===== src/vdca_map.svh =====
`ifndef VDCA_MAP_SVH
`define VDCA_MAP_SVH
// Contract
// - Code 38 carries command bits and mask.
// - Code 39 sets manual position, applied immediately.
// - Code 40 reports position, event below 5%.
// - Code 41 status word, 42 alarms, on change.
// - All status messages also sent every 5 s.
// - Serial port defaults 9600, even, one stop.
// - Serial variable addresses count from one.
// - Enable refresh supervised on either link path.
// - Warning at half delay, lost at full.
// - Alarm bits 3:2 encode communication state.
// - Alarms self-clear except parameters alarm and memory alarm held after interrupted conversion.
// - Any alarm drives LED and configured relay.
// - Alarm word bit assignment fixed.
// - Storage fault: memory alarm, defaults, no store.
// - Interrupted conversion: memory and parameter alarms.
// - Standby-off check sets bit 1, code.
// - Code 0 ok, 1 bad enable mode.
// - Codes 2-5 invalid probe types.
// - Codes 6-9 duplicated usage, algorithm only.
// - Codes 10-13 type versus usage mismatch.
// - Codes 14-17 wait input, 18 all.
// - Codes 19-20 scaling limits, 21 no primary.
// - Codes 22-24 valve copy, valve, probe.

// ----------
// message codes and link addressing
// ----------
`define CODE_CMD 8'h26
`define CODE_MANUAL 8'h27
`define CODE_POS 8'h28
`define CODE_STAT 8'h29
`define CODE_ALARM 8'h2A
`define MB_BASE 8'h01
`define POS_LOW_PCT 7'h05
// ----------
// command and alarm bit positions
// ----------
`define CB_ENA 0
`define CB_RESYNC 1
`define CB_MODE 2
`define CB_SET 3
`define AL_MEM 0
`define AL_CFG 1
`define AL_COM 2
`define AL_PROBE 4
`define AL_POWER 8
`define AL_BATT 9
`define AL_ALG 10
`define AL_PARAM 12
// ----------
// timing
// ----------
`define CLK_HZ 100000000
`define TICK_MS 1
`define TICK_CYCLES (`CLK_HZ / 1000 * `TICK_MS)
`define PERIOD_S 5
`define PERIOD_TICKS (`PERIOD_S * 1000 / `TICK_MS)
// ----------
// serial port defaults: baud[19:3] parity[2:1] stop[0]
// ----------
`define MB_BAUD_DEF 17'h02580
`define MB_PARITY_EVEN 2'h2
`define MB_STOP_ONE 1'b0
`define MB_CFG_RESET {`MB_BAUD_DEF, `MB_PARITY_EVEN, `MB_STOP_ONE}
// ----------
// configuration values and check codes
// ----------
`define FSM_STANDBY_OFF 8'h00
`define MODE_LOCAL_DI 4'h0
`define MODE_LOCAL_HV 4'h1
`define MODE_COMM_MIN 4'h2
`define MODE_ALONE_MIN 4'h6
`define MODE_MAX 4'h9
`define FUNC_ENABLE 4'h1
`define CTRL_ALGO_MIN 4'h6
`define PT_NTC 4'h1
`define PT_PT1000 4'h2
`define PT_CUR 4'h3
`define PT_VOLT 4'h4
`define PT_SCALE 4'h5
`define US_TEMP_PRI 4'h1
`define US_PRESS_PRI 4'h2
`define US_TEMP_BAK 4'h3
`define US_PRESS_BAK 4'h4
`define CW_OK 5'h00
`define CW_MODE 5'h01
`define CW_TYPE 5'h02
`define CW_DUP 5'h06
`define CW_MISMATCH 5'h0A
`define CW_WAIT 5'h0E
`define CW_WAIT_ALL 5'h12
`define CW_XLIM 5'h13
`define CW_YLIM 5'h14
`define CW_NO_PRIMARY 5'h15
`define CW_COPY 5'h16
`define CW_VALVE 5'h17
`define CW_PROBE 5'h18
// ----------
// controller register offsets
// ----------
`define RA_CMD 8'h00
`define RA_MANUAL 8'h04
`define RA_POS 8'h08
`define RA_STAT 8'h0C
`define RA_ALARM 8'h10
`define RA_LINK 8'h14
`endif


===== src/vdca_pkg.sv =====
package vdca_pkg;
    // device state, registered as one word
    typedef struct packed {
        logic [3:0] cmd;
        logic [15:0] manual;
        logic manual_stb;
        logic [15:0] refresh_cnt;
        logic [15:0] period_cnt;
        logic [2:0] pend;
        logic prev_low;
        logic [15:0] prev_stat;
        logic mem_hold;
        logic param_alarm;
        logic [4:0] cfg_code;
        logic [15:0] alarm;
        logic led;
        logic relay;
        logic [19:0] mb_cfg;
        logic tx_valid;
        logic [7:0] tx_code;
        logic [15:0] tx_data;
    } vdca_dev_st_t;

    // controller state, registered as one word
    typedef struct packed {
        logic pready;
        logic pslverr;
        logic [31:0] prdata;
        logic via_mb;
        logic [15:0] refresh_ms;
        logic [15:0] refresh_cnt;
        logic [15:0] last_cmd;
        logic [15:0] pos;
        logic [15:0] stat;
        logic [15:0] alarm;
        logic tx_valid;
        logic [7:0] tx_addr;
        logic [15:0] tx_data;
    } vdca_ctl_st_t;

    typedef struct packed {
        logic [19:0] cnt;
        logic tick;
    } vdca_tick_st_t;
endpackage


===== src/vdca_if.sv =====
interface vdca_if;
    logic c2d_valid;
    logic c2d_via_mb;
    logic [7:0] c2d_addr;
    logic [15:0] c2d_data;
    logic d2c_valid;
    logic [7:0] d2c_code;
    logic [15:0] d2c_data;

    modport dev (
        input c2d_valid, c2d_via_mb, c2d_addr, c2d_data,
        output d2c_valid, d2c_code, d2c_data
    );
    modport ctl (
        output c2d_valid, c2d_via_mb, c2d_addr, c2d_data,
        input d2c_valid, d2c_code, d2c_data
    );
endinterface


===== src/vdca_tick.sv =====
`include "vdca_map.svh"
// ----------
// one-cycle enable pulse every CYCLES clocks
// ----------
module vdca_tick #(
    parameter logic [19:0] CYCLES = 20'(`TICK_CYCLES)
) (
    input wire logic pclk,
    input wire logic presetn,
    output logic tick
);
    import vdca_pkg::*;
    vdca_tick_st_t s, n;

    // wrap at CYCLES-1 so the period is exact
    always_comb begin
        n = s;
        n.tick = (s.cnt == CYCLES - 20'h00001);
        n.cnt = n.tick ? 20'h00000 : s.cnt + 20'h00001;
    end

    always_ff @(posedge pclk or negedge presetn) begin
        if (!presetn) begin
            s <= '0;
        end else begin
            s <= n;
        end
    end

    assign tick = s.tick;
endmodule // vdca_tick


===== src/vdca_device.sv =====
`include "vdca_map.svh"
// ----------
// valve driver end: commands, status, alarms
// ----------
module vdca_device #(
    parameter logic [19:0] TICK_CYCLES = 20'(`TICK_CYCLES),
    parameter logic [15:0] PERIOD_TICKS = 16'(`PERIOD_TICKS)
) (
    input wire logic pclk,
    input wire logic presetn,
    vdca_if.dev lnk,
    input wire logic [7:0] fsm_status,
    input wire logic [6:0] valve_pos_pct,
    input wire logic [3:0] link_enabling_mode,
    input wire logic link_alarm_enable,
    input wire logic [15:0] link_loss_delay,
    input wire logic [3:0] main_control_type,
    input wire logic [3:0] input_one_function,
    input wire logic [3:0] hv_input_function,
    input wire logic [15:0] input_probe_types,
    input wire logic [15:0] input_usages,
    input wire logic [3:0] input_cfg_pending,
    input wire logic scale_xlim_err,
    input wire logic scale_ylim_err,
    input wire logic valve_copy_err,
    input wire logic valve_param_err,
    input wire logic probe_cfg_err,
    input wire logic mem_access_fail,
    input wire logic conversion_halted,
    input wire logic defaults_reloaded,
    input wire logic param_recover,
    input wire logic [3:0] probe_faults,
    input wire logic power_failure_fault,
    input wire logic battery_fault,
    input wire logic algorithm_fault,
    input wire logic relay_on_alarm,
    input wire logic mb_cfg_write,
    input wire logic [19:0] mb_cfg_value,
    output logic valve_enable_command,
    output logic resync_request,
    output logic functioning_mode_select,
    output logic superheat_set_select,
    output logic [15:0] manual_position_setpoint,
    output logic manual_position_strobe,
    output logic [15:0] alarm_word,
    output logic [4:0] config_warning_code,
    output logic alarm_led,
    output logic alarm_relay,
    output logic use_default_params,
    output logic store_inhibit,
    output logic [19:0] mb_port_cfg
);
    import vdca_pkg::*;
    vdca_dev_st_t s, n;
    logic tick;

    vdca_tick #(
        .CYCLES(TICK_CYCLES)
    ) u_tick (
        .pclk(pclk),
        .presetn(presetn),
        .tick(tick)
    );

    // ----------
    // configuration check, first failing code wins
    // ----------
    logic [4:0] cfg_now;
    logic [3:0] ty, us, uj;
    logic algo, has_tp, has_pp, done;
    always_comb begin
        cfg_now = `CW_OK;
        ty = 4'h0;
        us = 4'h0;
        uj = 4'h0;
        done = 1'b0;
        has_tp = 1'b0;
        has_pp = 1'b0;
        algo = (main_control_type >= `CTRL_ALGO_MIN);
        if (link_enabling_mode > `MODE_MAX
            || (link_enabling_mode == `MODE_LOCAL_DI
                && input_one_function != `FUNC_ENABLE)
            || (link_enabling_mode == `MODE_LOCAL_HV
                && hv_input_function != `FUNC_ENABLE)) begin
            cfg_now = `CW_MODE;
            done = 1'b1;
        end
        for (int i = 0; i < 4; i++) begin
            ty = input_probe_types[i*4 +: 4];
            if (!done && (ty == 4'h0 || ty > `PT_SCALE)) begin
                cfg_now = `CW_TYPE + 5'(i);
                done = 1'b1;
            end
        end
        for (int i = 0; i < 4; i++) begin
            us = input_usages[i*4 +: 4];
            for (int j = 0; j < 4; j++) begin
                uj = input_usages[j*4 +: 4];
                // distinct or null, only with algorithm control
                if (!done && algo && i != j && us != 4'h0 && us == uj) begin
                    cfg_now = `CW_DUP + 5'(i);
                    done = 1'b1;
                end
            end
        end
        for (int i = 0; i < 4; i++) begin
            ty = input_probe_types[i*4 +: 4];
            us = input_usages[i*4 +: 4];
            has_tp = has_tp | (us == `US_TEMP_PRI);
            has_pp = has_pp | (us == `US_PRESS_PRI);
            if (!done && algo
                && (((us == `US_TEMP_PRI || us == `US_TEMP_BAK)
                     && !(ty == `PT_NTC || ty == `PT_PT1000
                          || ty == `PT_SCALE))
                    || ((us == `US_PRESS_PRI || us == `US_PRESS_BAK)
                     && !(ty == `PT_CUR || ty == `PT_VOLT
                          || ty == `PT_SCALE)))) begin
                cfg_now = `CW_MISMATCH + 5'(i);
                done = 1'b1;
            end
        end
        if (!done && input_cfg_pending == 4'hF) begin
            cfg_now = `CW_WAIT_ALL;
            done = 1'b1;
        end
        for (int i = 0; i < 4; i++) begin
            if (!done && input_cfg_pending[i]) begin
                cfg_now = `CW_WAIT + 5'(i);
                done = 1'b1;
            end
        end
        if (done) begin
            cfg_now = cfg_now;
        end else if (scale_xlim_err) begin
            cfg_now = `CW_XLIM;
        end else if (scale_ylim_err) begin
            cfg_now = `CW_YLIM;
        end else if (algo && !(has_tp && has_pp)) begin
            cfg_now = `CW_NO_PRIMARY;
        end else if (valve_copy_err) begin
            cfg_now = `CW_COPY;
        end else if (valve_param_err) begin
            cfg_now = `CW_VALVE;
        end else if (probe_cfg_err) begin
            cfg_now = `CW_PROBE;
        end
    end

    // ----------
    // next state: commands, supervision, alarms, messages
    // ----------
    logic [7:0] rx_code;
    logic [3:0] msk;
    logic [1:0] com;
    logic [15:0] stat_now;
    logic low_now, period_hit, supervise;
    logic [2:0] trig;
    always_comb begin
        n = s;
        n.manual_stb = 1'b0;
        n.tx_valid = 1'b0;
        msk = lnk.c2d_data[11:8];
        // serial addresses are one-based, codes zero-based
        rx_code = lnk.c2d_via_mb ? lnk.c2d_addr - `MB_BASE
                                 : lnk.c2d_addr;
        if (lnk.c2d_valid && rx_code == `CODE_CMD) begin
            n.cmd = (s.cmd & ~msk) | (lnk.c2d_data[3:0] & msk);
        end
        if (lnk.c2d_valid && rx_code == `CODE_MANUAL) begin
            n.manual = lnk.c2d_data;
            n.manual_stb = 1'b1;
        end
        // a refresh counts whichever path carried it
        if (lnk.c2d_valid && rx_code == `CODE_CMD && msk[`CB_ENA]) begin
            n.refresh_cnt = 16'h0000;
        end else if (tick && s.refresh_cnt != 16'hFFFF) begin
            n.refresh_cnt = s.refresh_cnt + 16'h0001;
        end
        supervise = link_alarm_enable
                    && link_enabling_mode >= `MODE_COMM_MIN;
        com = 2'b00;
        if (supervise && s.refresh_cnt > link_loss_delay) begin
            com = (link_enabling_mode >= `MODE_ALONE_MIN)
                  ? 2'b10 : 2'b11;
        end else if (supervise
                     && s.refresh_cnt > {1'b0, link_loss_delay[15:1]}) begin
            com = 2'b01;
        end
        // sticky sources: set wins over clear
        n.mem_hold = conversion_halted
                     | (s.mem_hold & ~defaults_reloaded);
        n.param_alarm = conversion_halted
                        | (s.param_alarm & ~param_recover);
        if (fsm_status == `FSM_STANDBY_OFF) begin
            n.cfg_code = cfg_now;
        end
        n.alarm = 16'h0000;
        n.alarm[`AL_MEM] = mem_access_fail | s.mem_hold;
        n.alarm[`AL_CFG] = (s.cfg_code != `CW_OK);
        n.alarm[`AL_COM +: 2] = com;
        n.alarm[`AL_PROBE +: 4] = probe_faults;
        n.alarm[`AL_POWER] = power_failure_fault;
        n.alarm[`AL_BATT] = battery_fault;
        n.alarm[`AL_ALG] = algorithm_fault;
        n.alarm[`AL_PARAM] = s.param_alarm;
        n.led = |s.alarm;
        n.relay = relay_on_alarm & (|s.alarm);
        if (mb_cfg_write) begin
            n.mb_cfg = mb_cfg_value;
        end
        // periodic report
        period_hit = tick && (s.period_cnt >= PERIOD_TICKS - 16'h0001);
        if (period_hit) begin
            n.period_cnt = 16'h0000;
        end else if (tick) begin
            n.period_cnt = s.period_cnt + 16'h0001;
        end
        stat_now = {5'h00, s.cmd[`CB_SET], s.cmd[`CB_RESYNC],
                    s.cmd[`CB_ENA], fsm_status};
        low_now = (valve_pos_pct < `POS_LOW_PCT);
        n.prev_low = low_now;
        n.prev_stat = stat_now;
        trig[0] = period_hit | (low_now & ~s.prev_low);
        trig[1] = period_hit | (stat_now != s.prev_stat);
        trig[2] = period_hit | (n.alarm != s.alarm);
        // one message a cycle, alarms first; new events never lost
        n.pend = s.pend;
        if (s.pend[2]) begin
            n.tx_valid = 1'b1;
            n.tx_code = `CODE_ALARM;
            n.tx_data = s.alarm;
            n.pend[2] = 1'b0;
        end else if (s.pend[1]) begin
            n.tx_valid = 1'b1;
            n.tx_code = `CODE_STAT;
            n.tx_data = stat_now;
            n.pend[1] = 1'b0;
        end else if (s.pend[0]) begin
            n.tx_valid = 1'b1;
            n.tx_code = `CODE_POS;
            n.tx_data = {9'h000, valve_pos_pct};
            n.pend[0] = 1'b0;
        end
        n.pend = n.pend | trig;
    end

    always_ff @(posedge pclk or negedge presetn) begin
        if (!presetn) begin
            s <= '0;
            s.mb_cfg <= `MB_CFG_RESET;
            s.prev_low <= 1'b1;
        end else begin
            s <= n;
        end
    end

    // ----------
    // outputs, all straight from the state register
    // ----------
    assign valve_enable_command = s.cmd[`CB_ENA];
    assign resync_request = s.cmd[`CB_RESYNC];
    assign functioning_mode_select = s.cmd[`CB_MODE];
    assign superheat_set_select = s.cmd[`CB_SET];
    assign manual_position_setpoint = s.manual;
    assign manual_position_strobe = s.manual_stb;
    assign alarm_word = s.alarm;
    assign config_warning_code = s.cfg_code;
    assign alarm_led = s.led;
    assign alarm_relay = s.relay;
    // defaults stay in use while storage is unreachable
    assign use_default_params = s.alarm[`AL_MEM];
    assign store_inhibit = s.alarm[`AL_MEM];
    assign mb_port_cfg = s.mb_cfg;
    assign lnk.d2c_valid = s.tx_valid;
    assign lnk.d2c_code = s.tx_code;
    assign lnk.d2c_data = s.tx_data;
endmodule // vdca_device


===== src/flat_wrapper.sv =====
// flat-port wrapper written by rule: the top's interface ports become plain ports
module vdca_device_flat import vdca_pkg::*;
#(
    parameter logic [19:0] TICK_CYCLES = 20'(`TICK_CYCLES),
    parameter logic [15:0] PERIOD_TICKS = 16'(`PERIOD_TICKS)
)
  (pclk, presetn, fsm_status, valve_pos_pct, link_enabling_mode, link_alarm_enable, link_loss_delay, main_control_type, input_one_function, hv_input_function, input_probe_types, input_usages, input_cfg_pending, scale_xlim_err, scale_ylim_err, valve_copy_err, valve_param_err, probe_cfg_err, mem_access_fail, conversion_halted, defaults_reloaded, param_recover, probe_faults, power_failure_fault, battery_fault, algorithm_fault, relay_on_alarm, mb_cfg_write, mb_cfg_value, valve_enable_command, resync_request, functioning_mode_select, superheat_set_select, manual_position_setpoint, manual_position_strobe, alarm_word, config_warning_code, alarm_led, alarm_relay, use_default_params, store_inhibit, mb_port_cfg, lnk_c2d_valid, lnk_c2d_via_mb, lnk_c2d_addr, lnk_c2d_data, lnk_d2c_valid, lnk_d2c_code, lnk_d2c_data);
  vdca_if lnk_i ();
  input wire logic pclk;
  input wire logic presetn;
  input wire logic [7:0] fsm_status;
  input wire logic [6:0] valve_pos_pct;
  input wire logic [3:0] link_enabling_mode;
  input wire logic link_alarm_enable;
  input wire logic [15:0] link_loss_delay;
  input wire logic [3:0] main_control_type;
  input wire logic [3:0] input_one_function;
  input wire logic [3:0] hv_input_function;
  input wire logic [15:0] input_probe_types;
  input wire logic [15:0] input_usages;
  input wire logic [3:0] input_cfg_pending;
  input wire logic scale_xlim_err;
  input wire logic scale_ylim_err;
  input wire logic valve_copy_err;
  input wire logic valve_param_err;
  input wire logic probe_cfg_err;
  input wire logic mem_access_fail;
  input wire logic conversion_halted;
  input wire logic defaults_reloaded;
  input wire logic param_recover;
  input wire logic [3:0] probe_faults;
  input wire logic power_failure_fault;
  input wire logic battery_fault;
  input wire logic algorithm_fault;
  input wire logic relay_on_alarm;
  input wire logic mb_cfg_write;
  input wire logic [19:0] mb_cfg_value;
  output logic valve_enable_command;
  output logic resync_request;
  output logic functioning_mode_select;
  output logic superheat_set_select;
  output logic [15:0] manual_position_setpoint;
  output logic manual_position_strobe;
  output logic [15:0] alarm_word;
  output logic [4:0] config_warning_code;
  output logic alarm_led;
  output logic alarm_relay;
  output logic use_default_params;
  output logic store_inhibit;
  output logic [19:0] mb_port_cfg;
  input wire logic [$bits(lnk_i.c2d_valid)-1:0] lnk_c2d_valid;
  input wire logic [$bits(lnk_i.c2d_via_mb)-1:0] lnk_c2d_via_mb;
  input wire logic [$bits(lnk_i.c2d_addr)-1:0] lnk_c2d_addr;
  input wire logic [$bits(lnk_i.c2d_data)-1:0] lnk_c2d_data;
  output wire logic [$bits(lnk_i.d2c_valid)-1:0] lnk_d2c_valid;
  output wire logic [$bits(lnk_i.d2c_code)-1:0] lnk_d2c_code;
  output wire logic [$bits(lnk_i.d2c_data)-1:0] lnk_d2c_data;
  assign lnk_i.c2d_valid = lnk_c2d_valid;
  assign lnk_i.c2d_via_mb = lnk_c2d_via_mb;
  assign lnk_i.c2d_addr = lnk_c2d_addr;
  assign lnk_i.c2d_data = lnk_c2d_data;
  assign lnk_d2c_valid = lnk_i.d2c_valid;
  assign lnk_d2c_code = lnk_i.d2c_code;
  assign lnk_d2c_data = lnk_i.d2c_data;
  vdca_device #(.TICK_CYCLES(TICK_CYCLES), .PERIOD_TICKS(PERIOD_TICKS)) u_core (.pclk(pclk), .presetn(presetn), .lnk(lnk_i), .fsm_status(fsm_status), .valve_pos_pct(valve_pos_pct), .link_enabling_mode(link_enabling_mode), .link_alarm_enable(link_alarm_enable), .link_loss_delay(link_loss_delay), .main_control_type(main_control_type), .input_one_function(input_one_function), .hv_input_function(hv_input_function), .input_probe_types(input_probe_types), .input_usages(input_usages), .input_cfg_pending(input_cfg_pending), .scale_xlim_err(scale_xlim_err), .scale_ylim_err(scale_ylim_err), .valve_copy_err(valve_copy_err), .valve_param_err(valve_param_err), .probe_cfg_err(probe_cfg_err), .mem_access_fail(mem_access_fail), .conversion_halted(conversion_halted), .defaults_reloaded(defaults_reloaded), .param_recover(param_recover), .probe_faults(probe_faults), .power_failure_fault(power_failure_fault), .battery_fault(battery_fault), .algorithm_fault(algorithm_fault), .relay_on_alarm(relay_on_alarm), .mb_cfg_write(mb_cfg_write), .mb_cfg_value(mb_cfg_value), .valve_enable_command(valve_enable_command), .resync_request(resync_request), .functioning_mode_select(functioning_mode_select), .superheat_set_select(superheat_set_select), .manual_position_setpoint(manual_position_setpoint), .manual_position_strobe(manual_position_strobe), .alarm_word(alarm_word), .config_warning_code(config_warning_code), .alarm_led(alarm_led), .alarm_relay(alarm_relay), .use_default_params(use_default_params), .store_inhibit(store_inhibit), .mb_port_cfg(mb_port_cfg));
endmodule

===== config.mk =====
export PLATFORM = sky130hd
export DESIGN_NAME = vdca_device_flat
export DESIGN_NICKNAME = d
export VERILOG_FILES = /design/src/vdca_pkg.sv /design/src/vdca_if.sv /design/src/vdca_tick.sv /design/src/vdca_device.sv /design/src/flat_wrapper.sv
export VERILOG_INCLUDE_DIRS = /design/src
export SDC_FILE = /design/constraint.sdc
export NUM_CORES = 1
export LEC_CHECK = 0
export BUFFER_PORTS_ARGS = -buffer_cell sky130_fd_sc_hd__buf_2
export CAP_MARGIN = 20
export CORE_ASPECT_RATIO = 0.7
export CORE_MARGIN = 5
export CORE_UTILIZATION = 58
export CTS_CLUSTER_DIAMETER = 120
export DETAILED_ROUTE_END_ITERATION = 8
export PLACE_DENSITY_LB_ADDON = 0.3
export SLEW_MARGIN = 20
export SYNTH_ARGS = -nofsm -noshare
export SYNTH_HDL_FRONTEND = slang
export SYNTH_SLANG_ARGS = --single-unit

===== constraint.sdc =====
create_clock -name pclk -period 5.78 [get_ports pclk]
set_input_delay 0.289 -clock pclk [delete_from_list [all_inputs] [get_ports pclk]]
set_output_delay 0.289 -clock pclk [all_outputs]
set_load 0.05 [all_outputs]

**Word level (Yosys, flattened, before mapping)**

Index checks and enable logic that the tools add are counted.

- Logic and storage cells: 348
- Register bits: 155
- Output and inout port bits: 91

- Reductions and logical operators: 156
- $lt $le $gt $ge: 12
- Muxes and demuxes: 74
- Bitwise operators: 24
- Eq/ne operators: 58
- Add/subtract/negate cells: 4

Operator list:

| operator | number |
|---|---|
| 5-bit two-way mux | 32 |
| 25-bit two-way mux | 3 |
| 1-bit logical AND | 73 |
| 4-bit by 2-bit equality test with 1-bit output (second input constant) | 16 |
| 16-bit two-way mux | 4 |
| 4-bit by 3-bit equality test with 1-bit output (second input constant) | 12 |
| 4-bit equality test | 12 |
| 4-bit by 1-bit equality test with 1-bit output (second input constant) | 9 |
| 1-bit logical NOT | 34 |
| 1-bit logical OR | 34 |
| 16-bit by 1-bit adder with 16-bit output (second input constant) | 2 |
| 1-bit two-way mux | 31 |
| 20-bit by 1-bit adder with 20-bit output (second input constant) | 1 |
| 20-bit by 17-bit equality test with 1-bit output (second input constant) | 1 |
| 4-bit logical NOT | 5 |
| 20-bit two-way mux | 1 |
| 8-bit by 6-bit equality test with 1-bit output (second input constant) | 2 |
| 16-bit by 13-bit greater-or-equal comparator with 1-bit output (second input constant) | 1 |
| 16-bit by 15-bit greater-than comparator with 1-bit output | 1 |
| 16-bit greater-than comparator | 1 |
| 4-bit by 3-bit greater-than comparator with 1-bit output (second input constant) | 4 |
| 16-bit inequality test (second input constant) | 1 |
| 4-bit nonzero test | 4 |
| 12-bit inequality test | 1 |
| other kinds (22) | 43 |

**Logic depth before layout (Yosys ltp)**

Gate-level depths: netlist of the first run.

- Depth in word-level cells: 115
- Mapped depth: 11
- Depth with buffers taken out: 9

**Hierarchy**

A second synthesis of the first run with hierarchy kept.

- Cells, all modules: 910
- Area, all modules: 9023.7 um^2

Modules (own cells, without submodules):

| module | times used | cells each | sequential area each (um^2) | area an instance (um^2) |
|---|---|---|---|---|
| vdca_device | 1 | 823 | 3135.5 | 8034.0 |
| vdca_tick | 1 | 87 | 525.5 | 989.7 |

**Least setup slack after synthesis of the first run**

No wires, ideal clock.

- Path type: register to register
- Start point: register u_core.s[116] (netlist bit)
- End point: register u_core.s[89] (netlist bit)
- Data required time: 5.701 ns
- Stages on the path, launching flop included: 9
- Clock period less this slack: 2.139 ns
- Path slack: 3.641 ns
- Arrival: 2.059 ns
- Buffers on the path: 0
- Cell sequence: dfrtp_1 > ha_1 > nand4b_1 > or3_1 > a221o_1 > o311ai_0 > o311ai_1 > mux2i_1 > mux2i_1

RTL lines:

| element | RTL line | RTL |
|---|---|---|
| from (decl) | vdca_device.sv:54 | `vdca_dev_st_t s, n;` |
| from (signal assigned) | vdca_device.sv:253 | `s <= n;` |

==> impl_metrics.yaml, run 1 <==
yosys:
  synthTopCellsByCount: "140 x dfrtp_1, 91 x nand2_1, 86 x buf_4"
  syn-instance-count: 923
  synth_edf_count: 0
  ys_types: 80
  yosys_warnings: 0
  avgSynthCellArea_sq_um: 9.70
  synthAdderAreaFrac_pct: 4.89
  seq_area_frac_synth_pct: 40.9
  synth-simple-area-share_pct: 19.2
  synth_xor_area_share_pct: 9.00
  ys.flop_type: "dfrtp_1"
  synth_compound_area_share_pct: 11.6
  synth_area_leaders: "dfrtp_1 39%, buf_4 7.2%, xor2_1 6.5%, ha_1 4.9%, nand2_1 3.8%"
  yosysMostFrequentCell: "dfrtp_1"
  ys_async_sr_fraction_pct: 100
  muxShareOfSynthArea_pct: 3.76
  syn-cell-area_sq_mm: 0.00895
  ys_ff_latch: 146
  synth_top_area_share_pct: 39.1
  synth_top_family_by_area: "simple AND/OR/NAND/NOR gates"
  synth_area_leader_cell: "dfrtp_1"
die:
  initial_utilization_pct: 58.5
  rows: 38
  chipWidth_um: 158
  ioPinCount: 241
  fp.dieArea_sq_mm: 0.0181
  core_region_area_sq_mm: 0.0153
  die-height_um: 114
clock_tree:
  numCtsBuffers: 17
  path_clk_slew_ns: 0.06
  cts_setup_buffers: 0
  clk_latency_ns: 0.42
  ctsHtreeMaxLevel: 4
  clock_path_buffers: 2
  clockRootBuffer: "clkbuf_16"
  cts.sink_count: 146
  cts_tree: "yes"
worst_setup_path:
  crit_slowest_cell: "dfrtp_1"
  arrival_ns: 3.03
  crit_chain: "ha_1 > nand4b_1 > or3_1 > a221o_1 > o311ai_0 > o311ai_1 > mux2i_1 > mux2i_1"
  cp.required_ns: 6.11
  end_kind: "flip-flop"
  slowest_delay_ns: 0.47
  crit_buf_inv: 0
  start_kind: "flip-flop"
  crit_type: "flip-flop to flip-flop"
  cp_max_fo: 7
  crit_family: "compound AO/OA/AOI/OAI gates"
  cp_common_cell: "mux2i_1"
placement:
  dp_slack_ns: 3.17
  dp.final_hpwl_um: 16300
  finalWeightedCongestion: 0.861
  io_buffers: 227
power_and_ir_drop:
  irDropWorstVdd_mv: 0.200
  p_leak_nw: 4.89
  power_per_cell_area_mw_per_mm2: 276
grt:
  grt_pass1_wl_um: 33900
  track_usage_pct: 23.5
  grt_max_degree: 84
  overflow: 0
  grt_pass1_vias: 6788
  grt_antenna_before_repair: 2
sta:
  finClkSkew_ns: 0.00961
  slew_headroom_pct: 47.5
  tightest_slew_ns: 0.788
  hold_violations: 0
  setup_slack_ns: 3.09
  max_freq_mhz: 371
  drv_slew: 0
  rsz0062_at_grt: "no"
  setup_viol: 0
  final.min_clock_period_ns: 2.69
  finalSetupTns_ns: 0
  fin_crit_sh_pct: 46.6
layout:
  drive_gt1_share_pct: 28.7
  syn_to_final_growth_pct: 14.1
  layout.nets: 1261
  nFillCells: 1234
drt:
  antenna_left: 0
  routedLengthMet1_um: 9980
  dr.pass1.iters: 5
  routed_wl_um: 21500
  drc_errors: 0
  via_count: 7122
  via_per_inst: 5.52
  wl_per_cell_um: 16.6
  drt_iter0_drc: 524
  wl_met3_um: 1380
  wl_met2_um: 9810
  top_layer: "met4"
run:
  cap_violations: 0
min_path:
  hp-class: "primary input to flip-flop"
outcome:
  status: "completed"
==> path summary, 6_finish.rpt <==
check                                           from                             endpoint  slack [ns]  cells after the start
min                                    battery_fault       u_core.alarm_word[9]$_DFF_PN0_        0.01                      1
min reg2reg                   u_core.n[59]$_DFF_PN0_      u_core.alarm_word[12]$_DFF_PN0_        0.44                      0
max reg2reg                u_core.s[116]$_DFFE_PN0P_               u_core.s[89]$_DFF_PN0_        3.09                      8
min in group asynchronous                    presetn    u_core.mb_port_cfg[6]$_DFFE_PN0P_        0.48                      2
max                        u_core.s[116]$_DFFE_PN0P_               u_core.s[89]$_DFF_PN0_        3.09                      8
max in group asynchronous                    presetn  u_core.lnk.d2c_data[10]$_DFFE_PN0P_        3.99                      3
==> through the flow <==
step	cell area, sq um	cells	utilization [%]	power [mW]	hold WS [ns]
after floorplan	8990	934	-	1.66	-0.00659
after global placement	9570	1250	62.5	1.77	0.382
after detailed placement	9570	1250	62.5	1.78	0.382
after CTS	10200	1289	66.7	2.84	0.000427
after global routing	10200	1291	66.7	2.95	0.00767
final	10200	1291	66.7	2.82	0.0112
==> logic make-up after synthesis <==
| kind of cell | after synthesis |
|---|---|
| muxes | 30 |
| xor gates and xnor gates | 92 |
| other | 1 |
| and+or+nand+nor | 321 |
| adders and majority gates | 35 |
| buffers and inverters | 147 |
| DFF | 146 |
| AOI/OAI and AO/OA | 151 |
==> what timing repair did <==
action / 4_1_cts / 5_1_grt
gates resized for setup: 0 / 0
endpoints found under the hold margin: 84 / 0
hold buffers: 7 / 0
==> registers in the layout, summed over array words and instances (netlist names) <==
signal	count
u_core.alarm_led	1
u_core.alarm_relay	1
u_core.alarm_word	12
u_core.config_warning_code	5
u_core.functioning_mode_select	1
u_core.lnk.d2c_code	3
u_core.lnk.d2c_data	12
u_core.lnk.d2c_valid	1
u_core.manual_position_setpoint	16
u_core.manual_position_strobe	1
u_core.mb_port_cfg	20
u_core.n	1
u_core.resync_request	1
u_core.s	48
u_core.superheat_set_select	1
u_core.u_tick.s	20
u_core.u_tick.tick	1
u_core.valve_enable_command	1
==> layout make-up <==
| cell class | count | area, sq um | area share (%) |
|---|---|---|---|
| Multi-Input combinational cell | 641 | 4380 | 42.9 |
| Sequential cell | 146 | 3660 | 35.8 |
| Clock inverter | 14 | 138 | 1.35 |
| Tap cell | 200 | 250 | 2.45 |
| Inverter | 35 | 131 | 1.29 |
| Antenna cell | 2 | 5.00 | 0.0490 |
| Timing Repair Buffer | 235 | 1220 | 11.9 |
| Clock buffer | 18 | 429 | 4.20 |
==> metal layers <==
metal	global-route usage [%]	vias to the layer above
li1	-	3485
met1	33.9	3373
met2	36.8	240
met3	4.40	24
met4	6.19	0
met5	0	-
==> report_power, final <==
group,leakage (nW),switching [mW],internal (mW),total [mW]
Clock,0.273,0.473,0.571,1.04
Combinational,2.85,0.415,0.208,0.623
Sequential,1.77,0.0624,1.09,1.15
==> cells in the final DEF (no fill, tap or decap), drive strengths merged, types with 19 or more instances in the layout <==
cell   count
buf      228
dfrtp    140
nand2     91
nor2      71
xor2      66
inv       41
ha        35
a21oi     34
xnor2     26
mux2      26
o21ai     23
nand3     20
nor4      20
o22ai     19
Power figures use the tool's default switching activity.
==> inputs of run 2 (changes only) <==
--- a/config.mk
+++ b/config.mk
@@ -10,7 +10,7 @@
 export CAP_MARGIN = 20
 export CORE_ASPECT_RATIO = 0.7
 export CORE_MARGIN = 5
-export CORE_UTILIZATION = 58
+export CORE_UTILIZATION = 48
 export CTS_CLUSTER_DIAMETER = 120
 export DETAILED_ROUTE_END_ITERATION = 8
 export PLACE_DENSITY_LB_ADDON = 0.3
==> constraint.sdc (replaced) <==
create_clock -name pclk -period 2.35 [get_ports pclk]
set_input_delay 0.1175 -clock pclk [delete_from_list [all_inputs] [get_ports pclk]]
set_output_delay 0.1175 -clock pclk [all_outputs]
set_load 0.05 [all_outputs]
==> run 2 against run 1 <==
The run now ends with negative setup slack left; global-route usage down 1.9 points; largest power group unchanged; routed wire length up 8.6%; critical endpoint unchanged; sequential power up 150%; flip-flop and latch count unchanged; hold slack better by 0.034 ns; cell count up 8.3%; count of clock-buffer cells in the layout down 1; clock skew up 0.0031 ns; die area up 19%; worst setup slack worse by 3.1 ns.
==> impl_metrics.yaml, run 2 (synthesized netlist as in run 1, its figures left out) <==
clock_tree:
  cts.sink_count: 146
  cts_tree: "yes"
  ctsHtreeMaxLevel: 4
  path_clk_slew_ns: 0.07
  clk_latency_ns: 0.43
  clock_path_buffers: 2
  numCtsBuffers: 17
  clockRootBuffer: "clkbuf_16"
worst_setup_path:
  cp.required_ns: 2.69
  crit_buf_inv: 0
  end_kind: "flip-flop"
  slowest_delay_ns: 0.44
  cp-startpoint: "u_core.s[119]$_DFFE_PN0P_"
  rrSetupSlack_ns: -0.04
  crit_type: "flip-flop to flip-flop"
  rr_endpoint: "u_core.s[89]$_DFF_PN0_"
  arrival_ns: 2.73
  crit_slowest_cell: "dfrtp_1"
  cp_max_fo: 4
  r2r-start: "u_core.s[119]$_DFFE_PN0P_"
  start_kind: "flip-flop"
  crit_family: "compound AO/OA/AOI/OAI gates"
  crit_chain: "ha_1 > nand2_2 > or3_4 > a221o_1 > o311ai_2 > o311ai_2 > mux2i_1 > mux2i_1"
  reg2reg_depth: 8
die:
  die-height_um: 124
  ioPinCount: 241
  fp.dieArea_sq_mm: 0.0215
  chipWidth_um: 173
  rows: 41
  core_region_area_sq_mm: 0.0182
  initial_utilization_pct: 49.3
drt:
  antenna_left: 0
  drc_errors: 0
  via_per_inst: 5.30
  wl_per_cell_um: 16.7
  dr.pass1.iters: 6
  drt_iter0_drc: 484
  via_count: 7413
  routed_wl_um: 23300
layout:
  num_antenna_cells: 0
  mostFrequentLayoutCell: "buf_2"
  nFillCells: 1545
  mostFrequentLayoutCells: "226 x buf_2, 138 x dfrtp_1, 90 x nand2_1, 70 x nor2_1, 66 x xor2_1"
  largest_reg_flops: 48
  layout.nets: 1334
  largest_register: "u_core.s"
  drive_gt1_share_pct: 29.7
  syn_to_final_growth_pct: 23.5
sta:
  setup_viol: 1
  hold_violations: 0
  rsz0062_at_grt: "yes"
  final.min_clock_period_ns: 2.39
  drv_slew: 0
  max_freq_mhz: 419
  setup_slack_ns: -0.0360
  finClkSkew_ns: 0.0127
  whs_ns: 0.0452
  slew_headroom_pct: 60.4
  fin_crit_sh_pct: 102
  tightest_slew_ns: 0.593
grt:
  grt_pass1_wl_um: 38400
  grt_antenna_before_repair: 0
  grt_pass1_vias: 7484
  overflow: 0
  grt_max_degree: 59
  track_usage_pct: 21.6
power_and_ir_drop:
  irDropWorstVdd_mv: 0.484
  power_per_cell_area_mw_per_mm2: 660
  p_leak_nw: 5.24
run:
  cap_violations: 0
min_path:
  hp-class: "primary input to flip-flop"
  min_from: "valve_pos_pct[0]"
  min_to: "u_core.s[86]$_DFF_PN1_"
  hold_depth: 4
outcome:
  violations: "negative setup slack"
  status: "finished, violations left"
placement:
  io_buffers: 227
  dp_slack_ns: -0.0290
  finalWeightedCongestion: 0.893
  dp.final_hpwl_um: 17200
## run 2: cell types whose count changed in the layout (fill, tap and decap cells not counted), sizes merged
cell,previous run,this run
dlygate4sd3,7,59
clkbuf,18,17
clkinv,6,4
diode,2,0
bufinv,0,1
inv,41,43
buf,228,249
## run 2: power breakdown
group | total (mW) | switching, mW | internal, mW
combinational | 1.69 | 1.08 | 0.611
clock | 2.77 | 1.24 | 1.53
sequential | 2.82 | 0.142 | 2.68
## run 2: repair_timing
action                                 CTS  global route
buffers inserted                         1             0
endpoints found under the hold margin  115             0
resized for setup                        2            10
pin swaps                                3             4
hold buffers                            59             0
setup endpoints to repair                1             2
## run 2: routing by layer
metal / up-vias / global-route usage (%) / part of all wire [%]
met5: - / 0 / 0
met4: 0 / 4.74 / 1.1
met3: 21 / 5.95 / 6.4
met2: 229 / 33.8 / 45
met1: 3540 / 30.2 / 48
li1: 3623 / - / -
## run 2: worst register-to-register path, delay by kind of cell, from the launching register on
kind	cells	cell delay (ns)
flops	1	0.44
compound gates	3	0.61
fa+ha+maj	1	0.32
simple gates	2	0.48
mux	2	0.47
## run 2: how the worst max path moves through the flow
stage	to	slack [ns]	depth (start not counted)
floorplan	u_core.s[89]$_DFF_PN0_	0.21	8
global placement	u_core.s[89]$_DFF_PN0_	0.05	8
detailed placement	u_core.s[89]$_DFF_PN0_	-0.03	8
CTS	u_core.s[89]$_DFF_PN0_	0.02	9
global route	u_core.s[89]$_DFF_PN0_	-0.10	8
finish	u_core.s[89]$_DFF_PN0_	-0.04	8
## run 2: metrics by stage
| stage | setup TNS [ns] | instances | util, % | power, mW | cell area, sq um |
|---|---|---|---|---|---|
| after floorplan | 0 | 934 | - | 4.08 | 8990 |
| after CTS | 0 | 1398 | 60.5 | 7.30 | 11000 |
| final | -0.0360 | 1398 | 60.9 | 7.29 | 11100 |
| after global routing | -0.127 | 1398 | 60.9 | 7.64 | 11100 |
| after detailed placement | -0.0290 | 1306 | 53.8 | 4.44 | 9780 |
| after global placement | 0 | 1306 | 53.8 | 4.41 | 9780 |
## run 2: layout make-up
cell class | count | area [sq um] | area share (%)
Clock buffer | 17 | 425 | 3.85
Clock inverter | 15 | 180 | 1.63
Inverter | 35 | 131 | 1.19
Multi-Input combinational cell | 641 | 4440 | 40.2
Sequential cell | 146 | 3660 | 33.2
Tap cell | 236 | 295 | 2.67
Timing Repair Buffer | 308 | 1910 | 17.3
==> inputs of run 3 (changes only) <==
--- a/config.mk
+++ b/config.mk
@@ -6,11 +6,12 @@
 export SDC_FILE = /design/constraint.sdc
 export NUM_CORES = 1
 export LEC_CHECK = 0
+export ABC_AREA = 1
 export BUFFER_PORTS_ARGS = -buffer_cell sky130_fd_sc_hd__buf_2
 export CAP_MARGIN = 20
 export CORE_ASPECT_RATIO = 0.7
 export CORE_MARGIN = 5
-export CORE_UTILIZATION = 48
+export CORE_UTILIZATION = 54
 export CTS_CLUSTER_DIAMETER = 120
 export DETAILED_ROUTE_END_ITERATION = 8
 export PLACE_DENSITY_LB_ADDON = 0.3
==> constraint.sdc (replaced) <==
create_clock -name pclk -period 2.2 [get_ports pclk]
set_input_delay 0.11 -clock pclk [delete_from_list [all_inputs] [get_ports pclk]]
set_output_delay 0.11 -clock pclk [all_outputs]
set_load 0.05 [all_outputs]
==> run 3 against run 2 <==
The flow still finishes with violations (negative setup slack); total power rose by 8.2%; clock power rose by 12%; via count rose by 15%; register-to-register slack got worse by 0.13 ns; largest cell class unchanged; highest routed layer unchanged.
==> impl_metrics.yaml, run 3 <==
die:
  ioPinCount: 241
  initial_utilization_pct: 54.9
  core_region_area_sq_mm: 0.0163
  rows: 39
  chipWidth_um: 164
  fp.dieArea_sq_mm: 0.0193
  die-height_um: 118
sta:
  tightest_slew_ns: 0.535
  whs_ns: 0.0193
  slew_headroom_pct: 64.4
  final.min_clock_period_ns: 2.36
  setup_viol: 6
  setup_slack_ns: -0.163
  finClkSkew_ns: 0.00725
  fin_crit_sh_pct: 107
  max_freq_mhz: 423
  hold_violations: 0
  finalSetupTns_ns: -0.603
  rsz0062_at_grt: "yes"
  drv_slew: 0
run:
  cap_violations: 0
power_and_ir_drop:
  p_switching_mw: 2.41
  report.power.total_mw: 7.89
  p_leak_nw: 6.26
  clockPowerShare_pct: 39.2
  pwr-share-seq_pct: 38.0
  intPower_mw: 5.48
  power_per_cell_area_mw_per_mm2: 651
  combPwrFrac_pct: 22.8
  irDropWorstVdd_mv: 0.575
  switching_share_pct: 30.5
worst_setup_path:
  cp_common_cell: "nand4_1"
  crit_chain: "buf_6 > ha_4 > nand4_1 > buf_4 > nor2_2 > nand2_1 > nand2_2 > o41ai_4 > a211oi_2 > xnor2_1 > nand4_1"
  cp.required_ns: 2.49
  start_kind: "flip-flop"
  crit_slowest_cell: "dfrtp_1"
  cp_max_fo: 3
  end_kind: "flip-flop"
  arrival_ns: 2.65
  crit_type: "flip-flop to flip-flop"
  slowest_delay_ns: 0.44
clock_tree:
  ctsHtreeMaxLevel: 4
  path_clk_slew_ns: 0.06
  clockRootBuffer: "clkbuf_16"
  cts_tree: "yes"
  clock_path_buffers: 2
  clk_latency_ns: 0.42
  cts.sink_count: 146
  numCtsBuffers: 17
yosys:
  syn-instance-count: 1104
  syn-cell-area_sq_mm: 0.00894
  seq_area_frac_synth_pct: 40.9
  synth_edf_count: 0
  yosysMostFrequentCell: "nand2_1"
  synth_area_leaders: "dfrtp_1 39%, nand2_1 9.7%, buf_4 6.9%, inv_1 5.7%, ha_1 4.9%"
  ys_types: 59
  synth_top_area_share_pct: 39.2
  avgSynthCellArea_sq_um: 8.10
  synth_area_leader_cell: "dfrtp_1"
  yosys_warnings: 0
  ys_ff_latch: 146
  ys_async_sr_fraction_pct: 100
  ys.flop_type: "dfrtp_1"
  synthTopCellsByCount: "230 x nand2_1, 140 x dfrtp_1, 135 x inv_1"
layout:
  nFillCells: 1218
  mostFrequentLayoutCell: "buf_2"
  largest_reg_flops: 48
  syn_to_final_growth_pct: 35.5
  mostFrequentLayoutCells: "226 x buf_2, 224 x nand2_1, 139 x dfrtp_1, 130 x inv_1, 100 x buf_4"
  largest_register: "u_core.s"
  design_area_sq_mm: 0.0121
  num_antenna_cells: 0
  drive_gt1_share_pct: 33.3
  layout.nets: 1611
grt:
  overflow: 0
  grt_pass1_vias: 8376
  grt_max_degree: 59
  grt_antenna_before_repair: 0
  grt_pass1_wl_um: 40500
  track_usage_pct: 25.9
drt:
  wl_per_cell_um: 15.3
  via_count: 8531
  drt_iter0_drc: 522
  via_per_inst: 5.13
  drc_errors: 0
  antenna_left: 0
  dr.pass1.iters: 6
  routed_wl_um: 25400
placement:
  io_buffers: 227
  placed_cell_area_sq_mm: 0.0104
  dp.final_hpwl_um: 18500
  finalWeightedCongestion: 0.949
outcome:
  status: "finished, violations left"
  violations: "negative setup slack"
min_path:
  hp-class: "primary input to flip-flop"
run 3: cell count changes in the layout (fill, tap and decap cells not counted), sizes merged, moves of 9 or more:
| cell | change |
|---|---|
| and3 | -14 |
| and4 | -11 |
| buf | +82 |
| inv | +102 |
| nand2 | +144 |
| nand2b | -9 |
| nand3 | +20 |
| nor2 | +42 |
| nor3 | +13 |
| nor4b | -10 |
| o21ai | +13 |
| o22ai | -18 |
| xor2 | -36 |
run 3: repair_timing:
| item | in CTS | in global routing |
|---|---|---|
| endpoints found under the hold margin | 115 | 0 |
| endpoints found under the setup margin | 15 | 19 |
| gates cloned | 0 | 0 |
| hold buffers | 61 | 0 |
| resized for setup | 20 | 57 |
| buffers inserted | 4 | 7 |
| pin swaps | 4 | 29 |
run 3: logic make-up after synthesis:
logic type      count (synthesis)  synth area share (%)
compound gates                129                  8.70
fa+ha+maj                      35                  4.90
simple gates                  471                  23.6
other cells                     1                0.0419
mux                            23                  2.85
flops                         146                  40.9
xor+xnor                       52                  5.09
buf+inv                       247                  13.9
run 3: power groups by stage:
stage	Combinational [mW]	Sequential, mW	Clock [mW]
after floorplan	1.18	3.02	0
after global placement	1.57	3.02	0
after detailed placement	1.60	3.03	0
after CTS	1.72	2.99	3.14
after global routing	1.95	3.02	3.28
final	1.80	3.00	3.09
run 3: per-stage QoR:
stage                     std cells  utilization [%]  setup slack (ns)
final                          1664             74.3            -0.163
after floorplan                1115                -          -0.00966
after global routing           1664             74.3            -0.295
after CTS                      1658             72.4           -0.0931
after detailed placement       1561             64.1            -0.312
after global placement         1561             64.1            -0.285
run 3: layer usage:
metal  track usage, %  part of all wire, %  routed length [um]
met1             35.1                   43               11000
met2             41.2                   47               11900
met3             6.34                  7.9                2000
met4             7.60                  2.1                 529
met5                0                    0                   0
run 3: worst max-delay path: cells and delay by family, from the launching register on:
kind | cells | cell delay, ns
xor+xnor | 1 | 0.16
simple gates | 5 | 0.59
flops | 1 | 0.44
compound gates | 2 | 0.41
fa+ha+maj | 1 | 0.26
buf+inv | 2 | 0.39
run 3: area by class of cell:
| type | count | area (sq um) | area share [%] |
|---|---|---|---|
| multi-input combinational | 722 | 4420 | 36.5 |
| sequential | 146 | 3660 | 30.2 |
| timing repair buffer | 392 | 2570 | 21.2 |
| inverter | 147 | 552 | 4.55 |
| clock buffer | 21 | 460 | 3.80 |
| tap | 225 | 282 | 2.32 |
| clock inverter | 11 | 174 | 1.44 |
run 3: worst paths after layout:
kind	startpoint	end	depth (start not counted)	slack, ns
max in group asynchronous	presetn	u_core.functioning_mode_select$_DFFE_PN0P_	3	1.18
hold / removal	scale_xlim_err	u_core.config_warning_code[0]$_DFFE_PN0N_	5	0.02
setup / recovery	u_core.s[120]$_DFFE_PN0P_	u_core.s[89]$_DFF_PN0_	11	-0.16
hold reg to reg	u_core.n[59]$_DFF_PN0_	u_core.alarm_word[12]$_DFF_PN0_	0	0.44
min in group asynchronous	presetn	u_core.mb_port_cfg[7]$_DFFE_PN0P_	2	0.22
setup reg to reg	u_core.s[120]$_DFFE_PN0P_	u_core.s[89]$_DFF_PN0_	11	-0.16
